--- config.mk ---
export PLATFORM = sky130hd
export DESIGN_NAME = ahcr_top
export DESIGN_NICKNAME = d
export VERILOG_FILES = /design/src/logic/ahcr_pkg.sv /design/src/logic/ahcr_prescaler.sv /design/src/logic/ahcr_top.sv
export SDC_FILE = /design/constraint.sdc
export NUM_CORES = 1
export LEC_CHECK = 0
export ABC_AREA = 1
export BUFFER_PORTS_ARGS = -buffer_cell sky130_fd_sc_hd__buf_4
export CAP_MARGIN = 10
export CORE_UTILIZATION = 50
export DETAILED_ROUTE_END_ITERATION = 10
export HOLD_SLACK_MARGIN = 0.05
export MAX_ROUTING_LAYER = met4
export PLACE_DENSITY = 0.69
export SETUP_SLACK_MARGIN = 0.1
export SKIP_LAST_GASP = 1
export SLEW_MARGIN = 25
export SYNTH_ARGS = -nofsm -noshare
export SYNTH_HDL_FRONTEND = slang
export SYNTH_HIERARCHICAL = 1
export SYNTH_SLANG_ARGS = --single-unit
export TNS_END_PERCENT = 100
--- constraint.sdc ---
create_clock -name clk -period 10 [get_ports clk]
set_input_delay 0.5 -clock clk [delete_from_list [all_inputs] [get_ports clk]]
set_output_delay 0.5 -clock clk [all_outputs]
set_load 0.1 [all_outputs]
--- src/logic/ahcr_pkg.sv ---
package ahcr_pkg;

  // ----------------------------------------------------------------------
  // Register indices on the module bus (16-bit words).
  // ----------------------------------------------------------------------
  localparam logic [2:0] IDX_LEVELS = 3'h0;
  localparam logic [2:0] IDX_PORTS  = 3'h1;
  localparam logic [2:0] IDX_DIRS   = 3'h2;
  localparam logic [2:0] IDX_SETUP  = 3'h3;

  // ----------------------------------------------------------------------
  // Field positions. Bit 0 of the printed layout is the word's MSB.
  // ----------------------------------------------------------------------
  localparam int LVL1_MSB   = 15;
  localparam int LVL1_LSB   = 11;
  localparam int LVL2_MSB   = 10;
  localparam int LVL2_LSB   = 6;
  localparam int SETUP_EXP  = 15;
  localparam int SETUP_SWAP = 12;
  localparam int PRE_MSB    = 6;
  localparam int PRE_LSB    = 0;
  localparam int PORTA_MSB  = 15;
  localparam int PORTA_LSB  = 8;

  // ----------------------------------------------------------------------
  // Writable masks and values after reset.
  // ----------------------------------------------------------------------
  localparam logic [15:0] LVL_MASK    = 16'hFFC0;
  localparam logic [15:0] SETUP_MASK  = 16'h907F;
  localparam logic [15:0] LVL_RESET   = 16'h0000;
  localparam logic [15:0] SETUP_RESET = 16'h0000;
  localparam logic [7:0]  DIR_RESET   = 8'h00;

  // ----------------------------------------------------------------------
  // Prescaler limits: the smallest divisor is two system clocks.
  // ----------------------------------------------------------------------
  localparam logic [6:0] PRE_MIN_LIMIT = 7'h01;

endpackage : ahcr_pkg

--- src/logic/ahcr_prescaler.sv ---
`timescale 1ns/1ps

module ahcr_prescaler
  import ahcr_pkg::*;
(
  // Clock and reset.
  input  wire logic       clk,
  input  wire logic       rst_n,
  // Divisor code and conversion clock enable.
  input  wire logic [6:0] prescaler,
  output logic            tick
);

  // ----------------------------------------------------------------------
  // Period counter.
  // ----------------------------------------------------------------------
  logic [6:0] cnt_r;
  logic [6:0] lim_r;
  logic       tick_r;
  wire        period_end = (cnt_r == lim_r);
  // Codes 0 and 1 both give a limit of 1, so the divisor never drops under 2.
  wire  [6:0] lim_nxt    = (prescaler < 7'h02) ? PRE_MIN_LIMIT : prescaler;
  wire  [6:0] cnt_nxt    = period_end ? 7'h00 : cnt_r + 7'h01;

  // The limit is sampled only at a period end, so a new code never cuts a
  // period short and takes effect from the next one.
  always_ff @(posedge clk or negedge rst_n) begin
    if (!rst_n) begin
      cnt_r  <= 7'h00;
      lim_r  <= PRE_MIN_LIMIT;
      tick_r <= 1'b0;
    end else begin
      cnt_r  <= cnt_nxt;
      tick_r <= period_end;
      if (period_end) begin
        lim_r <= lim_nxt;
      end
    end
  end

  assign tick = tick_r;

  // ----------------------------------------------------------------------
  // Checks.
  // ----------------------------------------------------------------------
  AST_TICK_SPACING: assert property (@(posedge clk) disable iff (!rst_n)
    tick_r |=> !tick_r) else $error("conversion tick closer than two clocks");
  AST_LIMIT_FLOOR: assert property (@(posedge clk) disable iff (!rst_n)
    lim_r >= PRE_MIN_LIMIT) else $error("prescaler limit below minimum");
  AST_PERIOD_LEN: assert property (@(posedge clk) disable iff (!rst_n)
    (tick_r && lim_r == 7'h03) |=> (!tick_r) [*3] ##1 tick_r)
    else $error("divide-by-4 period wrong");

endmodule : ahcr_prescaler

--- src/logic/ahcr_top.sv ---
`timescale 1ns/1ps

// Overview of operation
// - Two 5-bit request level fields, queue one high, queue two next.
// - Level register reachable only by supervisor data accesses.
// - Reserved bits of level and setup registers read zero, ignore writes.
// - A pending enabled request drives its level onto the 8-line request bus.
// - Slot select picks one of four slots of eight levels each.
// - Two 8-bit port data registers, each bit input or output.
// - Port read returns pin level for inputs, stored data for outputs.
// - Port data registers are not touched by reset.
// - Direction bit one makes the pin an output, zero an input.
// - Expansion mode forces port A bits 2..0 out with channel select.
// - Expansion mode reads port A bits 2..0 from channel select latches.
// - Setup bit selects internal 40 or external 65 channel multiplexing.
// - Setup swap bit exchanges trigger routing between the two queues.
// - Conversion clock divides system clock by prescaler plus one.
// - Divisor spans 2 to 128; codes zero and one both divide by 2.
// - Each queue's request carries its own programmed level.
module ahcr_top
  import ahcr_pkg::*;
#(
  parameter int PORT_W = 8
) (
  // Clock and reset.
  input  wire logic              clk,
  input  wire logic              arst_n,
  // Module bus slave.
  input  wire logic              bus_sel,
  input  wire logic              bus_wr,
  input  wire logic              bus_supervisor,
  input  wire logic [2:0]        bus_idx,
  input  wire logic [1:0]        bus_byte_en,
  input  wire logic [15:0]       bus_wdata,
  output logic [15:0]            bus_rdata,
  output logic                   bus_ack,
  output logic                   bus_err,
  // Interrupt request bus.
  input  wire logic              first_queue_request,
  input  wire logic              second_queue_request,
  input  wire logic [1:0]        level_slot_select,
  output logic [7:0]             irq_lines,
  // Digital ports.
  input  wire logic [PORT_W-1:0] port_a_pins_in,
  output logic [PORT_W-1:0]      port_a_pins_out,
  output logic [PORT_W-1:0]      port_a_pins_oe,
  input  wire logic [PORT_W-1:0] port_b_pins_in,
  output logic [PORT_W-1:0]      port_b_pins_out,
  output logic [PORT_W-1:0]      port_b_pins_oe,
  // Converter side.
  input  wire logic [2:0]        channel_select_addr,
  input  wire logic [2:1]        external_trigger_inputs,
  output logic                   queue1_trigger,
  output logic                   queue2_trigger,
  output logic                   external_channel_expansion,
  output logic                   conversion_clock
);

  // ----------------------------------------------------------------------
  // Reset release.
  // ----------------------------------------------------------------------
  logic rst_meta_r;
  logic rst_n;

  // The release is retimed so that no flop leaves reset on a ragged edge.
  always_ff @(posedge clk or negedge arst_n) begin
    if (!arst_n) begin
      rst_meta_r <= 1'b0;
      rst_n      <= 1'b0;
    end else begin
      rst_meta_r <= 1'b1;
      rst_n      <= rst_meta_r;
    end
  end

  // ----------------------------------------------------------------------
  // Register state.
  // ----------------------------------------------------------------------
  logic [15:0]       lvl_r;
  logic [15:0]       setup_r;
  logic [PORT_W-1:0] dir_a_r;
  logic [PORT_W-1:0] dir_b_r;
  logic [PORT_W-1:0] data_a_r;
  logic [PORT_W-1:0] data_b_r;
  logic [2:0]        chan_sel_r;

  // ----------------------------------------------------------------------
  // Address decode and access checks.
  // ----------------------------------------------------------------------
  wire hit_lvl   = bus_sel && (bus_idx == IDX_LEVELS);
  wire hit_ports = bus_sel && (bus_idx == IDX_PORTS);
  wire hit_dirs  = bus_sel && (bus_idx == IDX_DIRS);
  wire hit_setup = bus_sel && (bus_idx == IDX_SETUP);
  wire mapped    = hit_lvl || hit_ports || hit_dirs || hit_setup;
  // The level register lives in supervisor-only space.
  wire priv_fail = hit_lvl && !bus_supervisor;
  wire acc_err   = bus_sel && (!mapped || priv_fail);
  wire acc_ok    = bus_sel && !acc_err;
  wire wr_ok     = acc_ok && bus_wr;
  wire we_hi     = wr_ok && bus_byte_en[1];
  wire we_lo     = wr_ok && bus_byte_en[0];
  wire [15:0] lane_mask = {{8{bus_byte_en[1]}}, {8{bus_byte_en[0]}}};

  // ----------------------------------------------------------------------
  // Field views.
  // ----------------------------------------------------------------------
  wire [4:0]  first_queue_request_level       = lvl_r[LVL1_MSB:LVL1_LSB];
  wire [4:0]  second_queue_request_level       = lvl_r[LVL2_MSB:LVL2_LSB];
  wire        expand     = setup_r[SETUP_EXP];
  wire        trig_swap  = setup_r[SETUP_SWAP];
  wire [6:0]  prescale   = setup_r[PRE_MSB:PRE_LSB];
  // Only implemented bits can ever be stored in the two control words.
  wire [15:0] lvl_nxt    = (lvl_r & ~(LVL_MASK & lane_mask))
                         | (bus_wdata & LVL_MASK & lane_mask);
  wire [15:0] setup_nxt  = (setup_r & ~(SETUP_MASK & lane_mask))
                         | (bus_wdata & SETUP_MASK & lane_mask);

  // ----------------------------------------------------------------------
  // Port pin steering.
  // ----------------------------------------------------------------------
  wire [PORT_W-1:0] mux_keep  = {{(PORT_W-3){1'b1}}, 3'h0};
  wire [PORT_W-1:0] mux_force = {{(PORT_W-3){1'b0}}, 3'h7};
  wire [PORT_W-1:0] chan_ext  = {{(PORT_W-3){1'b0}}, chan_sel_r};
  // Expansion mode takes the low three pins away from the direction bits.
  wire [PORT_W-1:0] oe_a_nxt  = expand ? ((dir_a_r & mux_keep) | mux_force)
                                       : dir_a_r;
  wire [PORT_W-1:0] out_a_nxt = expand ? ((data_a_r & mux_keep) | chan_ext)
                                       : data_a_r;
  // Reads show the pin for inputs and the stored bit for outputs.
  wire [PORT_W-1:0] rd_a_raw  = (dir_a_r & data_a_r) | (~dir_a_r & port_a_pins_in);
  wire [PORT_W-1:0] port_a_rd = expand ? ((rd_a_raw & mux_keep) | chan_ext)
                                       : rd_a_raw;
  wire [PORT_W-1:0] port_b_rd = (dir_b_r & data_b_r) | (~dir_b_r & port_b_pins_in);

  // ----------------------------------------------------------------------
  // Read data selection.
  // ----------------------------------------------------------------------
  wire [15:0] rd_lvl = lvl_r & LVL_MASK;
  wire [15:0] rd_set = setup_r & SETUP_MASK;
  wire [15:0] rd_mux = hit_lvl   ? rd_lvl
                     : hit_ports ? {port_a_rd, port_b_rd}
                     : hit_dirs  ? {dir_a_r, dir_b_r}
                     : hit_setup ? rd_set
                     : 16'h0000;
  wire [15:0] rdata_nxt = (acc_ok && !bus_wr) ? rd_mux : 16'h0000;

  // ----------------------------------------------------------------------
  // Interrupt level encoding.
  // ----------------------------------------------------------------------
  // Each queue drives one line, only in the slot that holds its level.
  wire [7:0] q1_hit  = (first_queue_request && (first_queue_request_level[4:3] == level_slot_select))
                     ? (8'h01 << first_queue_request_level[2:0]) : 8'h00;
  wire [7:0] q2_hit  = (second_queue_request && (second_queue_request_level[4:3] == level_slot_select))
                     ? (8'h01 << second_queue_request_level[2:0]) : 8'h00;
  // Equal levels simply merge onto one line; software sorts them out.
  wire [7:0] irq_nxt = q1_hit | q2_hit;

  // ----------------------------------------------------------------------
  // Trigger routing.
  // ----------------------------------------------------------------------
  wire q1_trig_nxt = trig_swap ? external_trigger_inputs[2]
                               : external_trigger_inputs[1];
  wire q2_trig_nxt = trig_swap ? external_trigger_inputs[1]
                               : external_trigger_inputs[2];

  // ----------------------------------------------------------------------
  // Control registers with reset.
  // ----------------------------------------------------------------------
  always_ff @(posedge clk or negedge rst_n) begin
    if (!rst_n) begin
      lvl_r   <= LVL_RESET;
      setup_r <= SETUP_RESET;
      dir_a_r <= DIR_RESET;
      dir_b_r <= DIR_RESET;
    end else begin
      if (wr_ok && hit_lvl) begin
        lvl_r <= lvl_nxt;
      end
      if (wr_ok && hit_setup) begin
        setup_r <= setup_nxt;
      end
      if (we_hi && hit_dirs) begin
        dir_a_r <= bus_wdata[PORTA_MSB:PORTA_LSB];
      end
      if (we_lo && hit_dirs) begin
        dir_b_r <= bus_wdata[PORT_W-1:0];
      end
    end
  end

  // Port data has no reset on purpose, so its value after power-up is
  // whatever the flops wake with until software writes it.
  always_ff @(posedge clk) begin
    if (we_hi && hit_ports) begin
      data_a_r <= bus_wdata[PORTA_MSB:PORTA_LSB];
    end
    if (we_lo && hit_ports) begin
      data_b_r <= bus_wdata[PORT_W-1:0];
    end
  end

  // ----------------------------------------------------------------------
  // Output flops.
  // ----------------------------------------------------------------------
  logic [15:0]       rdata_r;
  logic              ack_r;
  logic              err_r;
  logic [7:0]        irq_r;
  logic [PORT_W-1:0] out_a_r;
  logic [PORT_W-1:0] oe_a_r;
  logic [PORT_W-1:0] out_b_r;
  logic [PORT_W-1:0] oe_b_r;
  logic              q1_trig_r;
  logic              q2_trig_r;
  logic              expand_r;

  always_ff @(posedge clk or negedge rst_n) begin
    if (!rst_n) begin
      rdata_r    <= 16'h0000;
      ack_r      <= 1'b0;
      err_r      <= 1'b0;
      irq_r      <= 8'h00;
      chan_sel_r <= 3'h0;
      out_a_r    <= '0;
      oe_a_r     <= '0;
      out_b_r    <= '0;
      oe_b_r     <= '0;
      q1_trig_r  <= 1'b0;
      q2_trig_r  <= 1'b0;
      expand_r   <= 1'b0;
    end else begin
      rdata_r    <= rdata_nxt;
      ack_r      <= acc_ok;
      err_r      <= acc_err;
      irq_r      <= irq_nxt;
      chan_sel_r <= channel_select_addr;
      out_a_r    <= out_a_nxt;
      oe_a_r     <= oe_a_nxt;
      out_b_r    <= data_b_r;
      oe_b_r     <= dir_b_r;
      q1_trig_r  <= q1_trig_nxt;
      q2_trig_r  <= q2_trig_nxt;
      expand_r   <= expand;
    end
  end

  // ----------------------------------------------------------------------
  // Conversion clock divider.
  // ----------------------------------------------------------------------
  ahcr_prescaler u_prescaler (
    .clk       (clk),
    .rst_n     (rst_n),
    .prescaler (prescale),
    .tick      (conversion_clock)
  );

  assign bus_rdata                  = rdata_r;
  assign bus_ack                    = ack_r;
  assign bus_err                    = err_r;
  assign irq_lines                  = irq_r;
  assign port_a_pins_out            = out_a_r;
  assign port_a_pins_oe             = oe_a_r;
  assign port_b_pins_out            = out_b_r;
  assign port_b_pins_oe             = oe_b_r;
  assign queue1_trigger             = q1_trig_r;
  assign queue2_trigger             = q2_trig_r;
  assign external_channel_expansion = expand_r;

  // ----------------------------------------------------------------------
  // Checks.
  // ----------------------------------------------------------------------
  AST_USER_LEVEL_DENIED: assert property (@(posedge clk) disable iff (!rst_n)
    (hit_lvl && !bus_supervisor) |=> (err_r && !ack_r && $stable(lvl_r)))
    else $error("user access reached the level register");
  AST_RESERVED_ZERO: assert property (@(posedge clk) disable iff (!rst_n)
    ((lvl_r & ~LVL_MASK) == 16'h0000) && ((setup_r & ~SETUP_MASK) == 16'h0000))
    else $error("reserved bit stored");
  AST_Q1_LINE: assert property (@(posedge clk) disable iff (!rst_n)
    (first_queue_request && first_queue_request_level[4:3] == level_slot_select) |=> irq_r[$past(first_queue_request_level[2:0])])
    else $error("queue one level not driven");
  AST_WRONG_SLOT_QUIET: assert property (@(posedge clk) disable iff (!rst_n)
    (first_queue_request_level[4:3] != level_slot_select && second_queue_request_level[4:3] != level_slot_select) |=> irq_r == 8'h00)
    else $error("request driven outside its slot");
  AST_Q2_OWN_LEVEL: assert property (@(posedge clk) disable iff (!rst_n)
    (second_queue_request && !first_queue_request && second_queue_request_level[4:3] == level_slot_select)
    |=> irq_r == (8'h01 << $past(second_queue_request_level[2:0])))
    else $error("queue two level wrong");
  AST_PORT_B_READ: assert property (@(posedge clk) disable iff (!rst_n)
    (hit_ports && acc_ok && !bus_wr) |=> bus_rdata[7:0] == $past(port_b_rd))
    else $error("port B read value wrong");
  AST_DIR_DRIVES_OE: assert property (@(posedge clk) disable iff (!rst_n)
    !expand |=> oe_a_r == $past(dir_a_r) && oe_b_r == $past(dir_b_r))
    else $error("pin enable does not follow direction");
  AST_EXPAND_FORCE: assert property (@(posedge clk) disable iff (!rst_n)
    expand |=> oe_a_r[2:0] == 3'h7 && out_a_r[2:0] == $past(chan_sel_r))
    else $error("channel select pins not forced");
  AST_EXPAND_READ: assert property (@(posedge clk) disable iff (!rst_n)
    (expand && hit_ports && acc_ok && !bus_wr) |=> bus_rdata[10:8] == $past(chan_sel_r))
    else $error("channel select latch not read back");
  AST_TRIGGER_ROUTE: assert property (@(posedge clk) disable iff (!rst_n)
    trig_swap |=> q1_trig_r == $past(external_trigger_inputs[2]))
    else $error("trigger routing not swapped");

endmodule : ahcr_top

==> results.py, run 1 <==
metrics = {
    "global_routing": {
        "grt_use_met2": 0.401,
        "grt_max_degree": 73,
        "grt-busiest-layer": "met2",
        "grt_pass1_wl_mm": 22.4,
        "grt.overflow.total": 0,
        "grt_pass1_vias": 4485,
        "use_met1": 0.328,
        "grt_use_total": 0.257,
        "use_met3": 0.0606,
        "antenna_found_initial": 0,
    },
    "power_and_ir_drop": {
        "p_per_area_mw_per_mm2": 212,
        "power.leakage_nw": 3.62,
        "ir_drop_mv": 0.107,
    },
    "placement": {
        "dp_hpwl_mm": 9.77,
        "place_area_mm2": 0.00679,
        "io_buffers": 112,
        "finalWeightedCongestion": 0.854,
    },
    "sta": {
        "setup_viol": 0,
        "grt_setup_unrepaired": "no",
        "setup-tns-final_ns": 0,
        "max_slew_margin": 0.507,
        "hold_violations": 0,
        "fin_crit_sh": 0.205,
        "fin_crit_ns": 2.05,
        "fmax_mhz": 488,
        "worst_pin_slew_ns": 0.737,
        "finClkSkew_ns": 0.00551,
        "slew_viol_final": 0,
    },
    "final_layout": {
        "final_common_cell": "nand2_1",
        "final_layout_size_suffix_gt1_frac": 0.255,
        "mostFrequentLayoutCells": "147 x nand2_1, 114 x dfrtp_1, 113 x buf_4",
        "final_cell_area_mm2": 0.00748,
        "nets": 796,
        "nFillCells": 919,
        "antennaDiodeCount": 0,
        "final_util": 0.655,
        "area.growth.synth_to_final_pct": 27.7,
    },
    "clocking": {
        "cts_tree": "built",
        "cts-resized-gates": 0,
        "clock-sinks": 132,
        "clk_latency_ns": 0.41,
        "cts-root-buf": "clkbuf_16",
        "cts_buffer_depth": 2,
        "cts_setup_buffers": 0,
        "postCtsHoldBufs": 1,
        "cts_max_level": 4,
        "path_clk_slew_ns": 0.05,
        "numCtsBuffers": 17,
    },
    "drt": {
        "avgViaCountPerCell": 5.13,
        "vias": 4613,
        "ant_nets": 0,
        "firstDrtPassIters": 5,
        "wire_per_inst_um": 15.6,
        "routed_wl_mm": 14.0,
        "drt_iter0_drc": 260,
        "remaining_drc_errors": 0,
    },
    "floorplan": {
        "num_io_pins": 113,
        "start_util": 0.513,
        "die_h_um": 110,
        "core_region_area_mm2": 0.0114,
        "fp.dieArea_mm2": 0.0122,
        "fp.dieW_um": 110,
        "num_rows": 39,
    },
    "worst_setup_path": {
        "cp_slowest_cell": "nor2_1",
        "path_delay_family": "simple AND/OR/NAND/NOR gates",
        "crit_path_end_kind": "register",
        "crit_chain": "buf_4 > nor2_4 > nand2_2 > nand4_1 > nor2_1",
        "rr_worst_depth": 4,
        "startpoint_type": "input pin",
        "worstPathRequired_ns": 10.04,
        "worst-path-max-fanout": 12,
        "critical_path_arrival_ns": 2.08,
        "crit_cells": 5,
        "slowest_delay_ns": 0.74,
        "path_buf_inv": 1,
        "crit_type": "in2reg",
    },
    "min_path": {
        "worstHoldPathCells": 1,
        "hold_path_class": "in2reg",
    },
    "synth": {
        "netlist_instances": 622,
        "syn_area_per_cell_um2": 9.42,
        "ys_types": 32,
        "synth_seq_cells": 132,
        "synth_warnings": 6,
        "synth-seq-area-share": 0.578,
        "syn-num-nets": 674,
        "syn-cell-area_mm2": 0.00586,
    },
    "run": {
        "maxCapViolCount": 0,
    },
    "run_status": {
        "status": "finished clean",
    },
}
-- kinds of logic (layout without fill, tap and decap cells) --
kind of cell             count (synthesis)  in the layout  share of synthesized area
AO/OA/AOI/OAI                           84             84                     0.0893
XOR/XNOR                                 5              5                    0.00748
adder cells (fa/ha/maj)                  1              1                    0.00214
buffers and inverters                   93            228                     0.0690
flip-flops                             132            132                      0.578
other                                    1              1                   0.000640
AND/OR/NAND/NOR                        306            306                      0.254
-- cells in the mapped netlist --
library cell	n	share of area
a21oi_1	9	0.0077
buf_2	2	0.0017
buf_4	3	0.0038
buf_6	5	0.0096
clkbuf_1	1	0.00064
clkbuf_2	1	0.00085
clkinv_1	2	0.0013
conb_1	1	0.00064
dfrtp_1	115	0.49
dfstp_2	1	0.0045
edfxtp_1	16	0.082
ha_1	1	0.0021
inv_1	72	0.046
inv_2	6	0.0038
inv_4	1	0.0011
nand2_1	147	0.094
nand2_2	13	0.014
nand2_4	2	0.0038
nand3_1	68	0.058
nand3_4	2	0.0060
nand4_1	2	0.0021
nand4_4	2	0.0073
nor2_1	47	0.030
nor2_2	8	0.0085
nor2_4	8	0.015
nor2_8	3	0.010
o211ai_1	8	0.010
o21ai_0	34	0.029
o21bai_1	33	0.042
or2_2	4	0.0043
xnor2_1	3	0.0045
xor2_1	2	0.0030
-- metrics by stage --
step,hold slack (ns),instances,power (W),worst slack (ns)
floorplan,0.204,622,0.000828,6.53
CTS,0.182,899,0.00159,7.95
detailed placement,0.284,866,0.000910,7.53
global placement,0.283,866,0.000906,7.62
global route,0.175,900,0.00164,7.82
finish,0.197,900,0.00158,7.95
-- metal layers --
layer  wire [um]  part of all wire
met1        6080              0.43
met2        6980              0.50
met3         697             0.050
met4         255             0.018
met5           0                 0
-- worst paths after layout --
check,to,slack (ns),from
min in group asynchronous,queue2_trigger,0.32,rst_n
setup / recovery,data_a_r[0],7.95,bus_idx[0]
setup reg to reg,bus_rdata[9],8.51,register
hold reg to reg,queue2_trigger,0.32,rst_n
hold / removal,chan_sel_r[1],0.20,channel_select_addr[1]
max in group asynchronous,port_a_pins_oe[0],8.65,rst_n
-- worst register-to-register path: cells and delay by family, from the launching register on --
family	cells	cell delay, ns
DFF	1	0.52
buffers and inverters	1	0.32
AOI/OAI and AO/OA	1	0.08
and+or+nand+nor	2	0.45
-- final cells by class --
cell class	instances	area, um^2	area share
Multi-Input combinational cell	397	2070	0.277
Inverter	81	307	0.0410
Sequential cell	132	3390	0.453
Tap cell	143	179	0.0239
Clock buffer	21	470	0.0629
Timing Repair Buffer	115	886	0.118
Clock inverter	11	179	0.0239
-- power by group --
group,internal [W],total (W),switching (W)
logic,0.0000720,0.000279,0.000207
registers,0.000586,0.000625,0.0000393
clock network,0.000459,0.000679,0.000220
total,0.00112,0.00158,0.000466
Power figures use the tool's default switching activity.
==> inputs of run 2 (changes only) <==
- clock period: 10 -> 2.1 ns (I/O delays scaled with it)
==> run 2 against run 1 <==
  * First-iteration DRC count is 9.2% lower
  * Worst hold slack worse by 0.13 ns
  * Global-route usage rose by 1.5 points
  * Clock skew rose by 0.00090 ns
  * Utilization rose by 2.7 points
  * Die area is the same
==> results.py, run 2 (synthesized netlist as in run 1, its figures left out) <==
metrics = {
    "run_status": {
        "status": "finished clean",
    },
    "worst_setup_path": {
        "startpoint": "bus_sel",
        "r2r_slack_ns": 0.71,
        "cp_slowest_cell": "dlygate4sd3_1",
        "slowest_delay_ns": 0.53,
        "crit_end": "data_b_r[2]",
        "startpoint_type": "input pin",
        "crit_path_frequent_cell": "buf_4",
        "rr_worst_depth": 5,
        "timing.rr.end": "irq_lines[2]",
        "worstPathRequired_ns": 2.23,
        "crit_type": "in2reg",
        "crit_path_end_kind": "register",
        "critical_path_arrival_ns": 1.84,
        "worst-path-max-fanout": 16,
        "crit_chain": "dlygate4sd3_1 > buf_4 > inv_2 > nor2_8 > nand4_4 > nor2_1 > buf_4",
    },
    "clocking": {
        "clk_latency_ns": 0.42,
        "cts_setup_buffers": 0,
        "cts-root-buf": "clkbuf_16",
        "path_clk_slew_ns": 0.06,
        "cts-resized-gates": 0,
        "cts_tree": "built",
        "numCtsBuffers": 17,
        "cts_buffer_depth": 2,
        "cts_max_level": 4,
        "clock-sinks": 132,
    },
    "power_and_ir_drop": {
        "seqPwrFrac": 0.389,
        "power_switching_w": 0.00225,
        "ir_drop_mv": 0.500,
        "power.leakage_nw": 3.76,
        "p_comb_frac": 0.180,
        "swShare": 0.294,
        "p_clk_frac": 0.431,
        "p_per_area_mw_per_mm2": 983,
        "internal_power_w": 0.00541,
    },
    "placement": {
        "finalWeightedCongestion": 0.841,
        "pre_cts_slack_ns": 0.510,
        "place_area_mm2": 0.00687,
        "io_buffers": 112,
        "dp_hpwl_mm": 10.1,
    },
    "drt": {
        "vias": 4855,
        "routed_wl_mm": 14.8,
        "remaining_drc_errors": 0,
        "avgViaCountPerCell": 5.22,
        "drt_iter0_drc": 236,
        "firstDrtPassIters": 6,
        "wire_per_inst_um": 15.9,
        "ant_nets": 0,
    },
    "sta": {
        "max_slew_margin": 0.553,
        "slew_viol_final": 0,
        "finClkSkew_ns": 0.00642,
        "hold_violations": 0,
        "grt_setup_unrepaired": "no",
        "setup-tns-final_ns": 0,
        "worst_pin_slew_ns": 0.666,
        "setup_viol": 0,
        "fin_crit_ns": 1.71,
        "layout_setup_ws_ns": 0.389,
        "fin_crit_sh": 0.815,
        "fmax_mhz": 584,
    },
    "floorplan": {
        "num_rows": 39,
        "num_io_pins": 113,
        "fp.dieArea_mm2": 0.0122,
        "fp.dieW_um": 110,
        "die_h_um": 110,
        "core_region_area_mm2": 0.0114,
        "start_util": 0.513,
    },
    "global_routing": {
        "grt_use_total": 0.272,
        "grt_pass1_vias": 4871,
        "grt_pass1_wl_mm": 23.5,
        "grt_max_degree": 41,
        "grt.overflow.total": 0,
        "antenna_found_initial": 0,
    },
    "final_layout": {
        "mostFrequentLayoutCells": "147 x nand2_1, 118 x buf_4, 114 x dfrtp_1",
        "final_layout_size_suffix_gt1_frac": 0.254,
        "final_cell_area_mm2": 0.00778,
        "final_common_cell": "nand2_1",
        "area.growth.synth_to_final_pct": 32.8,
        "nets": 826,
        "antennaDiodeCount": 0,
    },
    "min_path": {
        "hold_path_class": "in2reg",
    },
    "run": {
        "maxCapViolCount": 0,
    },
}
## run 2: cell count changes in the layout (fill, tap and decap cells not counted), sizes merged
| cell | delta |
|---|---|
| clkinv | -2 |
| clkbuf | +2 |
| dlygate4sd3 | +24 |
| buf | +6 |
## run 2: power groups by stage
stage / Clock [W] / Combinational (W) / Sequential [W]
6_report: 0.00330 / 0.00137 / 0.00298
3_3_place_gp: 0 / 0.00131 / 0.00301
5_1_grt: 0.00344 / 0.00147 / 0.00300
2_1_floorplan: 0 / 0.000405 / 0.00354
4_1_cts: 0.00332 / 0.00138 / 0.00298
3_5_place_dp: 0 / 0.00133 / 0.00302
## run 2: area by class of cell
class	count	area, um^2
Clock buffer	23	489
Clock inverter	9	173
Fill cell	888	3640
Inverter	81	307
Multi-Input combinational cell	397	2070
Sequential cell	132	3390
Tap cell	143	179
Timing Repair Buffer	145	1180
## run 2: repair_timing
item | in CTS | in global routing
hold buffers | 25 | 0
endpoints found under the setup margin | 0 | 0
endpoints found under the hold margin | 59 | 0
## run 2: worst min path at each step
stage	slack, ns	from	end	cells after the start
after floorplan	-0.19	arst_n	rst_meta_r	0
after global placement	-0.11	arst_n	rst_meta_r	1
after detailed placement	-0.11	arst_n	rst_meta_r	1
after CTS	0.05	bus_idx[2]	bus_rdata[8]	4
after global routing	0.08	bus_idx[2]	bus_rdata[10]	4
final	0.06	bus_idx[2]	bus_rdata[8]	4
## run 2: metrics by stage
step	util	hold slack, ns	std cells	total power (W)
2_1_floorplan	-	-0.191	622	0.00394
3_3_place_gp	0.602	-0.112	873	0.00432
3_5_place_dp	0.602	-0.109	873	0.00435
4_1_cts	0.682	0.0539	930	0.00767
5_1_grt	0.682	0.0762	930	0.00792
6_report	0.682	0.0616	930	0.00765
## run 2: worst max-delay path: cells and delay by family
kind	cells	cell delay [ns]
buffers and inverters	4	0.91
and+or+nand+nor	3	0.83
## run 2: layer usage
layer	share of wire	track usage	routed length, um
met1	0.40	0.323	5910
met4	0.037	0.148	541
met3	0.051	0.0494	760
met2	0.51	0.442	7540
met5	0	-	0
==> inputs of run 3 (changes only) <==
- PLACE_DENSITY: 0.69 -> 0.72
- clock period: 2.1 -> 1.45 ns (I/O delays scaled with it)
==> run 3 against run 2 <==
  * Critical path depth did not move
  * Largest power group is now registers
  * Sequential cell count did not move
  * Via count rose by 1.1%
  * Design area rose by 1.3%
  * Highest routed layer unchanged
  * Utilization rose by 0.90 points
==> results.py, run 3 (synthesized netlist as in run 1, its figures left out) <==
metrics = {
    "sta": {
        "whs_ns": 0.0642,
        "slew_viol_final": 0,
        "finClkSkew_ns": 0.00830,
        "fin_crit_ns": 1.29,
        "hold_violations": 0,
        "fmax_mhz": 774,
        "setup_viol": 0,
        "setup-tns-final_ns": 0,
        "grt_setup_unrepaired": "yes",
        "fin_crit_sh": 0.891,
    },
    "worst_setup_path": {
        "worstPathRequired_ns": 1.75,
        "crit_type": "reg2reg",
        "path_buf_inv": 1,
        "slowest_delay_ns": 0.55,
        "path_delay_family": "simple AND/OR/NAND/NOR gates",
        "crit_chain": "inv_2 > nand2_1 > nand2_2 > nor2_4 > nand2_4 > nor2_8 > nor2_2",
        "cp_slowest_cell": "dfstp_2",
        "startpoint_type": "register",
        "worst-path-max-fanout": 8,
        "crit_path_end_kind": "register",
        "critical_path_arrival_ns": 1.60,
    },
    "global_routing": {
        "grt_pass1_vias": 5027,
        "grt_pass1_wl_mm": 24.4,
        "grt_max_degree": 33,
        "grt.overflow.total": 0,
        "grt_use_total": 0.280,
        "antenna_found_initial": 0,
    },
    "floorplan": {
        "fp.dieW_um": 110,
        "die_h_um": 110,
        "start_util": 0.513,
        "num_rows": 39,
        "core_region_area_mm2": 0.0114,
        "num_io_pins": 113,
        "fp.dieArea_mm2": 0.0122,
    },
    "power_and_ir_drop": {
        "internal_power_w": 0.00732,
        "ir_drop_mv": 1.19,
        "power_switching_w": 0.00324,
        "swShare": 0.307,
        "p_comb_frac": 0.196,
        "p_clk_frac": 0.398,
        "p_per_area_mw_per_mm2": 1340,
        "power.leakage_nw": 3.81,
        "seqPwrFrac": 0.406,
    },
    "drt": {
        "drt_iter0_drc": 369,
        "avgViaCountPerCell": 5.18,
        "wl_met3_um": 849,
        "ant_nets": 0,
        "highest-signal-layer": "met4",
        "wirelength_met1_mm": 5.94,
        "wire_per_inst_um": 15.6,
        "vias": 4910,
        "met2_length_mm": 7.59,
        "firstDrtPassIters": 5,
        "routed_wl_mm": 14.7,
        "remaining_drc_errors": 0,
    },
    "placement": {
        "dp_hpwl_mm": 10.1,
        "place_area_mm2": 0.00695,
        "finalWeightedCongestion": 0.853,
        "dp_cells": 882,
        "io_buffers": 112,
    },
    "final_layout": {
        "final_cell_area_mm2": 0.00789,
        "layout.cells.non_filler": 947,
        "multiInputGateArea_mm2": 0.00210,
        "regArea_mm2": 0.00339,
        "area.growth.synth_to_final_pct": 34.6,
        "nets": 843,
        "final_common_cell": "nand2_1",
        "final_layout_size_suffix_gt1_frac": 0.279,
        "antennaDiodeCount": 0,
        "nFillCells": 869,
        "mostFrequentLayoutCells": "146 x nand2_1, 129 x buf_4, 113 x dfrtp_1",
        "final_util": 0.691,
    },
    "clocking": {
        "numCtsBuffers": 17,
        "clk_latency_ns": 0.42,
        "clock-sinks": 132,
        "cts-root-buf": "clkbuf_16",
        "path_clk_slew_ns": 0.06,
        "cts_buffer_depth": 2,
        "cts_tree": "built",
        "cts_max_level": 4,
    },
    "run": {
        "maxCapViolCount": 0,
    },
    "run_status": {
        "status": "finished clean",
    },
    "min_path": {
        "hold_path_class": "in2reg",
    },
}
-- run 3: path summary, 6_finish.rpt --
kind | from | endpoint | slack [ns] | cells after the start
max in group asynchronous | rst_n | u_prescaler/lim_r[0] | 0.67 | 1
min in group asynchronous | rst_n | port_b_pins_oe[5] | 0.23 | 0
hold / removal | port_b_pins_in[2] | bus_rdata[2] | 0.06 | 5
setup / recovery | u_prescaler/lim_r[0] | u_prescaler/cnt_r[4] | 0.16 | 7
setup reg to reg | u_prescaler/lim_r[0] | u_prescaler/cnt_r[4] | 0.16 | 7
hold reg to reg | rst_n | port_b_pins_oe[5] | 0.23 | 0
-- run 3: final cells by class --
cell class | count | area share
tap | 143 | 0.0227
clock buffer | 21 | 0.0609
clock inverter | 11 | 0.0135
inverter | 81 | 0.0392
multi-input combinational | 398 | 0.266
sequential | 132 | 0.430
timing repair buffer | 161 | 0.167
-- run 3: stage by stage --
stage               worst slack (ns)  power, W
finish                         0.158    0.0106
global route                  0.0592    0.0110
CTS                            0.130    0.0106
detailed placement             0.121   0.00633
global placement               0.129   0.00628
floorplan                      0.109   0.00571
-- run 3: worst min-delay path, delay by kind of cell --
| kind | cells | cell delay, ns |
|---|---|---|
| buf+inv | 1 | 0.11 |
| compound gates | 2 | 0.13 |
| simple gates | 2 | 0.13 |
-- run 3: repair_timing --
item                                   4_1_cts  5_1_grt
setup endpoints to repair                    0       15
endpoints found under the hold margin       61        0
hold buffers                                28        0
buffers inserted                             0        4
resized for setup                            0       10
-- run 3: power groups by stage --
stage | Combinational [W] | Clock [W] | Sequential, W
CTS | 0.00207 | 0.00426 | 0.00429
finish | 0.00207 | 0.00420 | 0.00429
global placement | 0.00195 | 0 | 0.00433
detailed placement | 0.00199 | 0 | 0.00434
global route | 0.00222 | 0.00445 | 0.00432
floorplan | 0.000586 | 0 | 0.00513
-- run 3: routing by layer --
layer / vias up / GRT usage
met5: - / -
met4: 0 / 0.107
met3: 31 / 0.0653
met2: 183 / 0.460
met1: 2362 / 0.336
li1: 2334 / -
